File: src/include/aru_defs.svh
`ifndef ARU_DEFS_SVH
`define ARU_DEFS_SVH

// Register offsets on the control port (byte addresses)
`define ARU_OFF_CTRL        8'h00
`define ARU_OFF_STATUS      8'h04
`define ARU_OFF_CHEN_LO     8'h08
`define ARU_OFF_CHEN_HI     8'h0C
`define ARU_OFF_IRQ_STAT    8'h10
`define ARU_OFF_IRQ_MASK    8'h14

// Control register action bits
`define ARU_CTRL_ENABLE     0
`define ARU_CTRL_SETUP_SET  1
`define ARU_CTRL_SETUP_CLR  2

// Status register bits
`define ARU_STAT_ENABLED    0
`define ARU_STAT_SETUP      1
`define ARU_STAT_BUSY       2

// Interrupt event bits
`define ARU_EV_CH_OFF       0
`define ARU_EV_RANGE        1
`define ARU_EV_DONE         2
`define ARU_EV_COUNT        3

// Lowest target address the unit can remap to
`define ARU_REMAP_BASE      32'hFFFC0000

// Reset values
`define ARU_RST_WORD        32'h00000000
`define ARU_RST_CHEN        64'h0000000000000000

`endif

File: src/include/aru_pkg.sv
package aru_pkg;

  // Forwarding sequencer states
  typedef enum logic [1:0] {
    ARU_IDLE  = 2'b00,
    ARU_ISSUE = 2'b01,
    ARU_WAIT  = 2'b10
  } aru_state_type;

endpackage

File: src/rtl/aru_irq.sv
`timescale 1ns/10ps
`include "aru_defs.svh"

// Sticky event flags, mask and one level interrupt output
module aru_irq #(
  parameter int WIDTH = `ARU_EV_COUNT
) (
  // Clock and reset
  input  wire logic             i_clk,
  input  wire logic             i_reset,
  // Flags only move while the high-speed clock runs
  input  wire logic             i_run,
  // Event pulses from the unit
  input  wire logic [WIDTH-1:0] i_event,
  // Software access
  input  wire logic             i_stat_wr,
  input  wire logic             i_mask_wr,
  input  wire logic [WIDTH-1:0] i_wdata,
  // State seen by software and the interrupt controller
  output logic      [WIDTH-1:0] o_stat,
  output logic      [WIDTH-1:0] o_mask,
  output logic                  o_irq
);

  // Elaboration check: flags and mask each fit in one 32-bit register word
  if (WIDTH < 1 || WIDTH > 32) begin : g_bad_width
    $error("aru_irq: WIDTH out of range");
  end

  typedef struct packed {
    logic [WIDTH-1:0] stat;  // Sticky flags
    logic [WIDTH-1:0] mask;  // Enables onto the output
    logic             irq;   // Registered request line
  } aru_irq_state_type;

  aru_irq_state_type s_q;
  aru_irq_state_type s_d;

  // Next state; a set in the clearing cycle wins so no event is lost
  always_comb begin
    s_d = s_q;
    if (i_run) begin
      if (i_stat_wr) begin
        s_d.stat = (s_q.stat & ~i_wdata) | i_event;
      end else begin
        s_d.stat = s_q.stat | i_event;
      end
      if (i_mask_wr) begin
        s_d.mask = i_wdata;
      end
    end
    s_d.irq = |(s_d.stat & s_d.mask);  // [RULE12]
  end

  // State register
  always_ff @(posedge i_clk or posedge i_reset) begin
    if (i_reset) begin
      s_q <= '0;
    end else begin
      s_q <= s_d;
    end
  end

  assign o_stat = s_q.stat;
  assign o_mask = s_q.mask;
  assign o_irq  = s_q.irq;

endmodule

File: src/rtl/aru_range_chk.sv
`timescale 1ns/10ps
`include "aru_defs.svh"

// Tells whether a remap target lies in the reachable region
module aru_range_chk (
  // Target address under test
  input  wire logic [31:0] i_target,
  // High when the unit may forward there
  output logic             o_ok
);

  // Only the top of the map is wired to the peripheral bus bridge
  assign o_ok = (i_target >= `ARU_REMAP_BASE);  // [RULE8]

endmodule

File: src/rtl/aru_access_remap_unit.sv
// How it works
// RULE1 - Enable write sets the enabled status flag
// RULE2 - Remap target decoded at its channel address
// RULE3 - Normal mode hits channel, setup hits target
// RULE4 - Setup-set bit switches unit into setup mode
// RULE5 - Setup-clear bit returns unit to normal mode
// RULE6 - Channel enable bits, low and high halves
// RULE7 - Software programs targets, then enables channels
// RULE8 - Only targets above the base are reachable; the range check also accepts the base itself
// RULE9 - Halts while clocks stop, resumes unchanged
// RULE10 - Two bus clocks, both running after reset
// RULE11 - Software keeps high-speed clock on while pending
// RULE12 - One interrupt request output
// RULE13 - Keeps working while processor is debugged
// RULE14 - Enabled channel access forwarded to its target
`timescale 1ns/10ps
`include "aru_defs.svh"

module aru_access_remap_unit #(
  parameter int NUM_CHANNELS = 16
) (
  // Clock and reset
  input  wire logic                       i_clk,
  input  wire logic                       i_reset,
  // Bus clock run levels from power management
  input  wire logic                       i_hsb_clk_run,
  input  wire logic                       i_pb_clk_run,
  // Control register port
  input  wire logic [7:0]                 i_reg_addr,
  input  wire logic [31:0]                i_reg_wdata,
  input  wire logic                       i_reg_wr,
  input  wire logic                       i_reg_rd,
  output logic      [31:0]                o_reg_rdata,
  // High-speed bus channel window
  input  wire logic [$clog2(NUM_CHANNELS)+1:0] i_hs_addr,
  input  wire logic [31:0]                i_hs_wdata,
  input  wire logic                       i_hs_wr,
  input  wire logic                       i_hs_rd,
  output logic      [31:0]                o_hs_rdata,
  output logic                            o_hs_done,
  output logic                            o_hs_err,
  output logic                            o_hs_busy,
  // Peripheral bus master side
  output logic      [31:0]                o_pb_addr,
  output logic      [31:0]                o_pb_wdata,
  output logic                            o_pb_wr,
  output logic                            o_pb_rd,
  input  wire logic [31:0]                i_pb_rdata,
  input  wire logic                       i_pb_ready,
  // Interrupt request
  output logic                            o_irq
);

  // Channel index width; the byte address adds two low bits to it
  localparam int CIW = $clog2(NUM_CHANNELS);

  // Enable registers hold 64 bits, and an index needs at least one bit;
  // a count that is not a power of two would let an address index past
  // the last remap target, so such counts are refused
  if (NUM_CHANNELS < 2 || NUM_CHANNELS > 64) begin : g_bad_count
    $error("aru: NUM_CHANNELS must be 2..64");
  end
  if ((NUM_CHANNELS & (NUM_CHANNELS - 1)) != 0) begin : g_not_pow2
    $error("aru: NUM_CHANNELS must be a power of two");
  end

  // Whole state of the unit. Targets sit in flip-flops, not a memory, so a
  // setup read and a forward see any target at once; each channel costs
  // 32 flops; the count is capped at 64 by the 64 channel enable bits
  typedef struct packed {
    logic                         enabled;   // Unit switched on
    logic                         setup;     // Setup mode active
    logic [63:0]                  chen;      // Channel enables, high:low
    logic [NUM_CHANNELS-1:0][31:0] remap_target_reg;      // Remap target per channel
    aru_pkg::aru_state_type       st;        // Forwarding sequencer
    logic [31:0]                  reg_rdata; // Control port read data
    logic [31:0]                  hs_rdata;  // Channel read data
    logic                         hs_done;   // Channel answer pulse
    logic                         hs_err;    // Channel answer is an error
    logic                         hs_busy;   // Channel access in progress
    logic [31:0]                  pb_addr;   // Forward target address
    logic [31:0]                  pb_wdata;  // Forward write data
    logic                         pb_wr;     // Forward write strobe
    logic                         pb_rd;     // Forward read strobe
    logic                         fwd_wr;    // Latched direction of access
  } aru_state_s_type;

  // Registered state and its next value
  aru_state_s_type s_q;
  aru_state_s_type s_d;

  // Channel decode from the word address
  logic [CIW-1:0]           hs_idx;
  logic [31:0]              hs_target;
  logic                     hs_target_ok;
  logic                     hs_req;
  logic                     hs_ch_on;
  // Interrupt side
  logic [`ARU_EV_COUNT-1:0] ev;
  logic [`ARU_EV_COUNT-1:0] irq_stat;
  logic [`ARU_EV_COUNT-1:0] irq_mask;
  logic                     irq_stat_wr;
  logic                     irq_mask_wr;
  // Status word assembled for reads
  logic [31:0]              status_word;

  // Channel index from the word address; the two byte-lane bits are
  // ignored, so every byte of a channel word selects the same channel.
  // Requests that arrive while a forward is open are dropped, not queued:
  // the bus master has to wait for the answer first.
  assign hs_idx    = i_hs_addr[CIW+1:2];      // [RULE2]
  assign hs_target = s_q.remap_target_reg[hs_idx];
  assign hs_req    = (i_hs_wr || i_hs_rd) && !s_q.hs_busy;
  assign hs_ch_on  = s_q.chen[6'(hs_idx)];

  // Range check of the selected channel target. It matters only when the
  // target is used, so software may park any value while in setup mode.
  aru_range_chk u_range (
    .i_target (hs_target),
    .o_ok     (hs_target_ok)
  );

  // Register writes into the interrupt block
  assign irq_stat_wr = i_reg_wr && (i_reg_addr == `ARU_OFF_IRQ_STAT);
  assign irq_mask_wr = i_reg_wr && (i_reg_addr == `ARU_OFF_IRQ_MASK);

  // Status word
  // Read-only view; unused bits read as zero
  always_comb begin
    status_word                      = `ARU_RST_WORD;
    status_word[`ARU_STAT_ENABLED]   = s_q.enabled;
    status_word[`ARU_STAT_SETUP]     = s_q.setup;
    status_word[`ARU_STAT_BUSY]      = s_q.hs_busy;
  end

  // A stopped high-speed clock is seen as a low run level: every field
  // holds, and one-cycle pulses drop so that no strobe is repeated once
  // the clock comes back.
  // Next state of the whole unit; no input tied to processor debug
  // state, so a halted core does not disturb forwarding [RULE13]
  always_comb begin
    s_d         = s_q;
    ev          = '0;
    // Pulses default low, so each lasts exactly one cycle
    s_d.hs_done = 1'b0;
    s_d.pb_wr   = 1'b0;
    s_d.pb_rd   = 1'b0;
    if (!i_hsb_clk_run) begin
      // High-speed clock stopped: everything freezes, pulses drop [RULE9]
      s_d = s_q;
      s_d.hs_done = 1'b0;
      s_d.pb_wr   = 1'b0;
      s_d.pb_rd   = 1'b0;
    end else begin
      // Control register port writes
      if (i_reg_wr) begin
        case (i_reg_addr)
          `ARU_OFF_CTRL: begin
            if (i_reg_wdata[`ARU_CTRL_ENABLE]) begin
              s_d.enabled = 1'b1;                    // [RULE1]
            end
            if (i_reg_wdata[`ARU_CTRL_SETUP_SET]) begin
              s_d.setup = 1'b1;                      // [RULE4]
            end
            // Clear wins if both action bits are written together
            if (i_reg_wdata[`ARU_CTRL_SETUP_CLR]) begin
              s_d.setup = 1'b0;                      // [RULE5]
            end
          end
          // Halves written apart; a 32-bit port cannot set all 64 at once
          `ARU_OFF_CHEN_LO: begin
            s_d.chen[31:0] = i_reg_wdata;            // [RULE6]
          end
          `ARU_OFF_CHEN_HI: begin
            s_d.chen[63:32] = i_reg_wdata;           // [RULE6]
          end
          default: begin
            // Other offsets store nothing here
          end
        endcase
      end
      // Control register port reads, answered one cycle later
      if (i_reg_rd) begin
        case (i_reg_addr)
          `ARU_OFF_STATUS:   s_d.reg_rdata = status_word;
          `ARU_OFF_CHEN_LO:  s_d.reg_rdata = s_q.chen[31:0];
          `ARU_OFF_CHEN_HI:  s_d.reg_rdata = s_q.chen[63:32];
          `ARU_OFF_IRQ_STAT: s_d.reg_rdata = {{(32-`ARU_EV_COUNT){1'b0}}, irq_stat};
          `ARU_OFF_IRQ_MASK: s_d.reg_rdata = {{(32-`ARU_EV_COUNT){1'b0}}, irq_mask};
          default:           s_d.reg_rdata = `ARU_RST_WORD;
        endcase
      end else begin
        // Zero outside the answer cycle, so a stale word never looks fresh
        s_d.reg_rdata = `ARU_RST_WORD;
      end
      // Channel window sequencer. Setup and refused accesses answer in one
      // cycle; a forward takes issue, strobe and answer cycles at least, plus
      // any wait the peripheral side adds before it raises ready
      case (s_q.st)
        aru_pkg::ARU_IDLE: begin
          if (hs_req) begin
            s_d.hs_err = 1'b0;
            if (s_q.setup) begin
              // Setup mode: the same address reaches the target register [RULE3]
              if (i_hs_wr) begin
                s_d.remap_target_reg[hs_idx] = i_hs_wdata;        // [RULE2]
              end else begin
                s_d.hs_rdata = hs_target;
              end
              s_d.hs_done = 1'b1;
            end else if (!s_q.enabled || !hs_ch_on) begin
              // Unit or channel off: refuse at once
              s_d.hs_err            = 1'b1;
              s_d.hs_done           = 1'b1;
              ev[`ARU_EV_CH_OFF]    = 1'b1;
            end else if (!hs_target_ok) begin
              // Target outside the reachable region
              s_d.hs_err            = 1'b1;
              s_d.hs_done           = 1'b1;
              ev[`ARU_EV_RANGE]     = 1'b1;          // [RULE8]
            end else begin
              // Normal mode: access goes to the channel [RULE3]
              s_d.pb_addr  = hs_target;              // [RULE14]
              s_d.pb_wdata = i_hs_wdata;
              s_d.fwd_wr   = i_hs_wr;
              s_d.hs_busy  = 1'b1;
              s_d.st       = aru_pkg::ARU_ISSUE;
            end
          end
        end
        aru_pkg::ARU_ISSUE: begin
          // Wait for the peripheral clock before driving a strobe [RULE10]
          // Address and data were latched on entry and stay put meanwhile
          if (i_pb_clk_run) begin
            s_d.pb_wr = s_q.fwd_wr;                  // [RULE14]
            s_d.pb_rd = !s_q.fwd_wr;
            s_d.st    = aru_pkg::ARU_WAIT;
          end
        end
        aru_pkg::ARU_WAIT: begin
          // Holds the access open; stopping the clock here would hang it [RULE11]
          // No timeout: a peripheral that never answers keeps the window
          // busy until reset, the price of keeping the handshake simple
          if (i_pb_ready) begin
            s_d.hs_rdata       = s_q.fwd_wr ? `ARU_RST_WORD : i_pb_rdata;  // [RULE14]
            s_d.hs_done        = 1'b1;
            s_d.hs_busy        = 1'b0;
            ev[`ARU_EV_DONE]   = 1'b1;
            s_d.st             = aru_pkg::ARU_IDLE;
          end
        end
        default: begin
          // Unused code: back to idle, dropping any half-done forward
          s_d.st      = aru_pkg::ARU_IDLE;
          s_d.hs_busy = 1'b0;
        end
      endcase
    end
  end

  // State register; both bus clocks count as running from reset [RULE10]
  // Reset needs no clock, so the unit comes up disabled, in normal mode,
  // with every channel off even while the high-speed clock is stopped
  always_ff @(posedge i_clk or posedge i_reset) begin
    if (i_reset) begin
      s_q      <= '0;
      s_q.st   <= aru_pkg::ARU_IDLE;
      s_q.chen <= `ARU_RST_CHEN;
    end else begin
      s_q <= s_d;
    end
  end

  // Sticky flags, mask and the single request line
  // Events are one-cycle pulses from the next-state logic; the flag block
  // makes them sticky and registers the request so it comes from a flop
  aru_irq #(
    .WIDTH (`ARU_EV_COUNT)
  ) u_irq (
    .i_clk     (i_clk),
    .i_reset   (i_reset),
    .i_run     (i_hsb_clk_run),
    .i_event   (ev),
    .i_stat_wr (irq_stat_wr),
    .i_mask_wr (irq_mask_wr),
    .i_wdata   (i_reg_wdata[`ARU_EV_COUNT-1:0]),
    .o_stat    (irq_stat),
    .o_mask    (irq_mask),
    .o_irq     (o_irq)                               // [RULE12]
  );

  // Outputs straight from the state register
  // No logic between flops and pins, so output timing is one clock-to-out
  assign o_reg_rdata = s_q.reg_rdata;
  assign o_hs_rdata  = s_q.hs_rdata;
  assign o_hs_done   = s_q.hs_done;
  assign o_hs_err    = s_q.hs_err;
  assign o_hs_busy   = s_q.hs_busy;
  assign o_pb_addr   = s_q.pb_addr;
  assign o_pb_wdata  = s_q.pb_wdata;
  assign o_pb_wr     = s_q.pb_wr;
  assign o_pb_rd     = s_q.pb_rd;

endmodule

File: config.mk
export PLATFORM = sky130hd
export DESIGN_NAME = aru_access_remap_unit
export DESIGN_NICKNAME = d
export VERILOG_FILES = /design/src/include/aru_pkg.sv /design/src/rtl/aru_irq.sv /design/src/rtl/aru_range_chk.sv /design/src/rtl/aru_access_remap_unit.sv
export VERILOG_INCLUDE_DIRS = /design/src /design/src/include
export SDC_FILE = /design/constraint.sdc
export NUM_CORES = 1
export LEC_CHECK = 0
export BUFFER_PORTS_ARGS = -buffer_cell sky130_fd_sc_hd__buf_4
export CAP_MARGIN = 20
export CORE_UTILIZATION = 35
export CTS_CLUSTER_DIAMETER = 100
export DETAILED_ROUTE_END_ITERATION = 7
export GPL_TIMING_DRIVEN = 0
export SYNTH_ARGS = -nofsm -noshare
export SYNTH_HDL_FRONTEND = slang
export SYNTH_SLANG_ARGS = --single-unit
File: constraint.sdc
create_clock -name i_clk -period 23.5 [get_ports i_clk]
set_clock_uncertainty 0.2 [all_clocks]
set_input_delay 1.175 -clock i_clk [delete_from_list [all_inputs] [get_ports i_clk]]
set_output_delay 1.175 -clock i_clk [all_outputs]
set_load 0.03 [all_outputs]
==> flow_summary.yaml <==
drt:
  routed_wl_microns: 93100
  drtIter0Drc: 1464
  final_antenna_net_count: 0
  drc_errors: 0
  num_vias: 19900
  wire_per_inst_microns: 24.4
  vias_per_cell: 5.23
  drtPass1Iterations: 5
place:
  port_buffers: 247
  gp_congestion: 0.814
  hpwl_microns: 62600
floorplan:
  die_h_microns: 307
  start_util_pct: 35.4
  coreArea_sq_mm: 0.0919
  dieArea_sq_mm: 0.0943
  die_width_microns: 307
  io_pins: 253
  rows: 111
setup_path:
  end_kind: "flip-flop"
  r2r_end: "s_q[442]"
  crit_end: "s_q[0]"
  cp.required_ns: 23.80
  startpoint: "i_hs_addr[4]"
  regToRegSetupSlack_ns: 19.73
  crit_type: "input pin to flip-flop"
  crit_fanout: 10
  r2r_cells: 8
  arrival_ns: 4.58
  cp-start-kind: "input pin"
  r2r-start: "s_q[134]"
global_route:
  grt_pass1_wl_microns: 139000
  antenna_found_initial: 5
  track_usage_pct: 19.8
  grt_overflow: 0
  grt_max_degree: 136
  grt_pass1_vias: 21300
synth:
  syn_area_per_cell_sq_um: 15.1
  ys_ff_latch: 721
  synth_nets: 2275
  synthesis.area_sq_mm: 0.0326
  synth-edff-count: 0
  ys_warn_count: 0
  synth.distinct_cells: 54
  postSynthCellCount: 2156
  synth_flop_cell: "dfrtp_1"
  netlist.top_cell.by_area: "dfrtp_1"
  synth_top_area_share_pct: 55.4
  ys_seq_area_share_pct: 55.4
  ys_top_cells_by_area: "dfrtp_1 55%, mux2_2 21%, mux4_2 10%"
  async_flop_share_pct: 100
final_layout:
  nets: 2620
  nFillCells: 8359
  area_delta_synth_final_pct: 20.5
  drive_gt1_share_pct: 54.8
clock_tree:
  cts_buffers: 86
  clock_sinks: 721
  cts_resized: 0
  clk_latency_ns: 0.66
  hold_buffers: 0
  htree_levels: 3
  cts_tree: "yes"
  cts-root-buf: "clkbuf_16"
  cts_buffer_depth: 3
  clk_pin_slew_worst_paths_ns: 0.05
  postCtsSetupBuffers: 0
power:
  intPower_uw: 2140
  leakage_uw: 0.0194
  power.switching_uw: 649
  clkPwrFrac_pct: 50.4
  seqPwrFrac_pct: 45.0
  swShare_pct: 23.2
  pwr-share-comb_pct: 4.6
  power_density_mw_per_mm2: 71.1
  peakVddDrop_mv: 0.0553
status:
  status: "finished clean"
timing:
  rsz0062_at_grt: "false"
  slew_headroom_pct: 21.6
  period_needed_ns: 4.29
  slew_violations: 0
  finalHoldViolCount: 0
  tightest_slew_ns: 1.18
  post-route-period-util_pct: 18.2
  setup_viol: 0
  finalSetupTns_ns: 0
  whs_ns: 0.270
  max_freq_mhz: 233
hold_path:
  hp-class: "flip-flop to flip-flop"
job:
  cap_violations: 0
==> state kept, by name, summed over array words and instances (netlist names) <==
| name | count |
|---|---|
| o_reg_rdata | 32 |
| o_hs_err | 1 |
| o_pb_wdata | 32 |
| u_irq.o_irq | 1 |
| o_hs_rdata | 32 |
| o_hs_busy | 1 |
| s_q | 581 |
| u_irq.o_mask | 3 |
| o_hs_done | 1 |
| u_irq.o_stat | 3 |
| o_pb_wr | 1 |
| o_pb_rd | 1 |
| o_pb_addr | 32 |
==> Yosys cell counts, drive strengths merged (14+ instances only) <==
cell type / number
dfrtp: 721
mux2: 630
buf: 226
mux4: 150
nand2: 73
clkbuf: 66
a22oi: 63
o21ai: 37
inv: 35
mux2i: 34
o22ai: 33
nor2: 15
or2: 14
==> worst min-delay path by stage <==
stage	slack (ns)	from	depth (start not counted)	endpoint
3_5_place_dp	0.26	o_pb_addr[29]	1	o_pb_addr[29]
2_1_floorplan	0.24	s_q[0]	1	o_pb_rd
5_1_grt	0.28	o_pb_addr[27]	1	o_pb_addr[27]
4_1_cts	0.27	o_pb_addr[27]	1	o_pb_addr[27]
6_report	0.27	o_pb_addr[29]	1	o_pb_addr[29]
3_3_place_gp	0.25	o_pb_addr[21]	1	o_pb_addr[21]
==> kinds of logic (layout without fill, tap and decap cells) <==
| kind of cell | count (synthesis) | after routing | synth area share (%) |
|---|---|---|---|
| multiplexers | 814 | 814 | 33.3 |
| buffers and inverters | 327 | 740 | 5.95 |
| AND/OR/NAND/NOR | 146 | 146 | 2.38 |
| other | 0 | 3 | 0 |
| flip-flops | 721 | 721 | 55.4 |
| AO/OA/AOI/OAI | 148 | 148 | 3.02 |
==> critical path: stages <==
cell and delay [ns]:
buf_4 0.10, buf_4 0.24, nor2b_1 0.16, clkbuf_2 0.24, buf_2 0.39, a22oi_1 0.12, nand2_1 0.32, nand4_2 0.34
nor4_4 0.62, buf_6 0.29, buf_6 0.23, mux2_1 0.33
==> stage by stage <==
| stage | cell area, sq um | total power [uW] | std cells | utilization (%) | setup slack (ns) |
|---|---|---|---|---|---|
| after global placement | 36000 | 1400 | 3646 | 39.2 | -4.91 |
| after floorplan | 32600 | 1350 | 2156 | - | 1.90 |
| after global routing | 39300 | 2880 | 3814 | 42.7 | 19.11 |
| final | 39300 | 2790 | 3815 | 42.7 | 19.21 |
| after CTS | 39200 | 2820 | 3810 | 42.7 | 19.25 |
| after detailed placement | 36200 | 1410 | 3654 | 39.4 | 18.59 |
==> metal layers <==
metal  wire length (microns)  GRT usage, %  vias to the layer above  part of all wire, %
li1                        -             -                     8453                    -
met1                   41500          27.3                    10800                   45
met2                   43900          31.6                      589                   47
met3                    5520          4.32                      144                  5.9
met4                    2150          5.37                        4                  2.3
met5                      18             0                        -                0.019
==> power by group through the flow <==
| stage | Combinational (uW) | Clock (uW) | Sequential (uW) |
|---|---|---|---|
| floorplan | 68.5 | 0 | 1280 |
| global placement | 122 | 0 | 1280 |
| detailed placement | 130 | 0 | 1280 |
| CTS | 130 | 1440 | 1260 |
| global route | 139 | 1490 | 1260 |
| finish | 127 | 1410 | 1260 |
==> layout make-up <==
cell class / instances / area, sq um / area share [%]
Multi-Input combinational cell: 1108 / 12600 / 32.1
Inverter: 35 / 139 / 0.354
Antenna cell: 3 / 7.51 / 0.0191
Clock buffer: 120 / 2450 / 6.24
Tap cell: 1243 / 1560 / 3.96
Buffer: 292 / 1810 / 4.60
Clock inverter: 36 / 599 / 1.53
Timing Repair Buffer: 257 / 2060 / 5.24
Sequential cell: 721 / 18000 / 45.9
==> cell usage in the layout, fill, tap and decap left out, types with 5 or more instances in the layout <==
cell and n:
dfrtp_1 721, nand3_1 8, clkinv_16 5, inv_1 34
nand2_1 73, buf_1 19, mux2_2 615, or2_2 14
clkinv_2 11, nor2_1 14, clkbuf_1 81, mux2_4 10
mux2i_1 34, buf_16 5, clkbuf_8 17, mux4_2 150
buf_8 5, o21ai_0 36, buf_4 396, a22oi_1 63
bufinv_16 10, buf_6 8, clkinvlp_4 5, clkbuf_16 86
o22ai_1 33, mux2_1 5, buf_2 49
(Power assumes the default switching activity.)
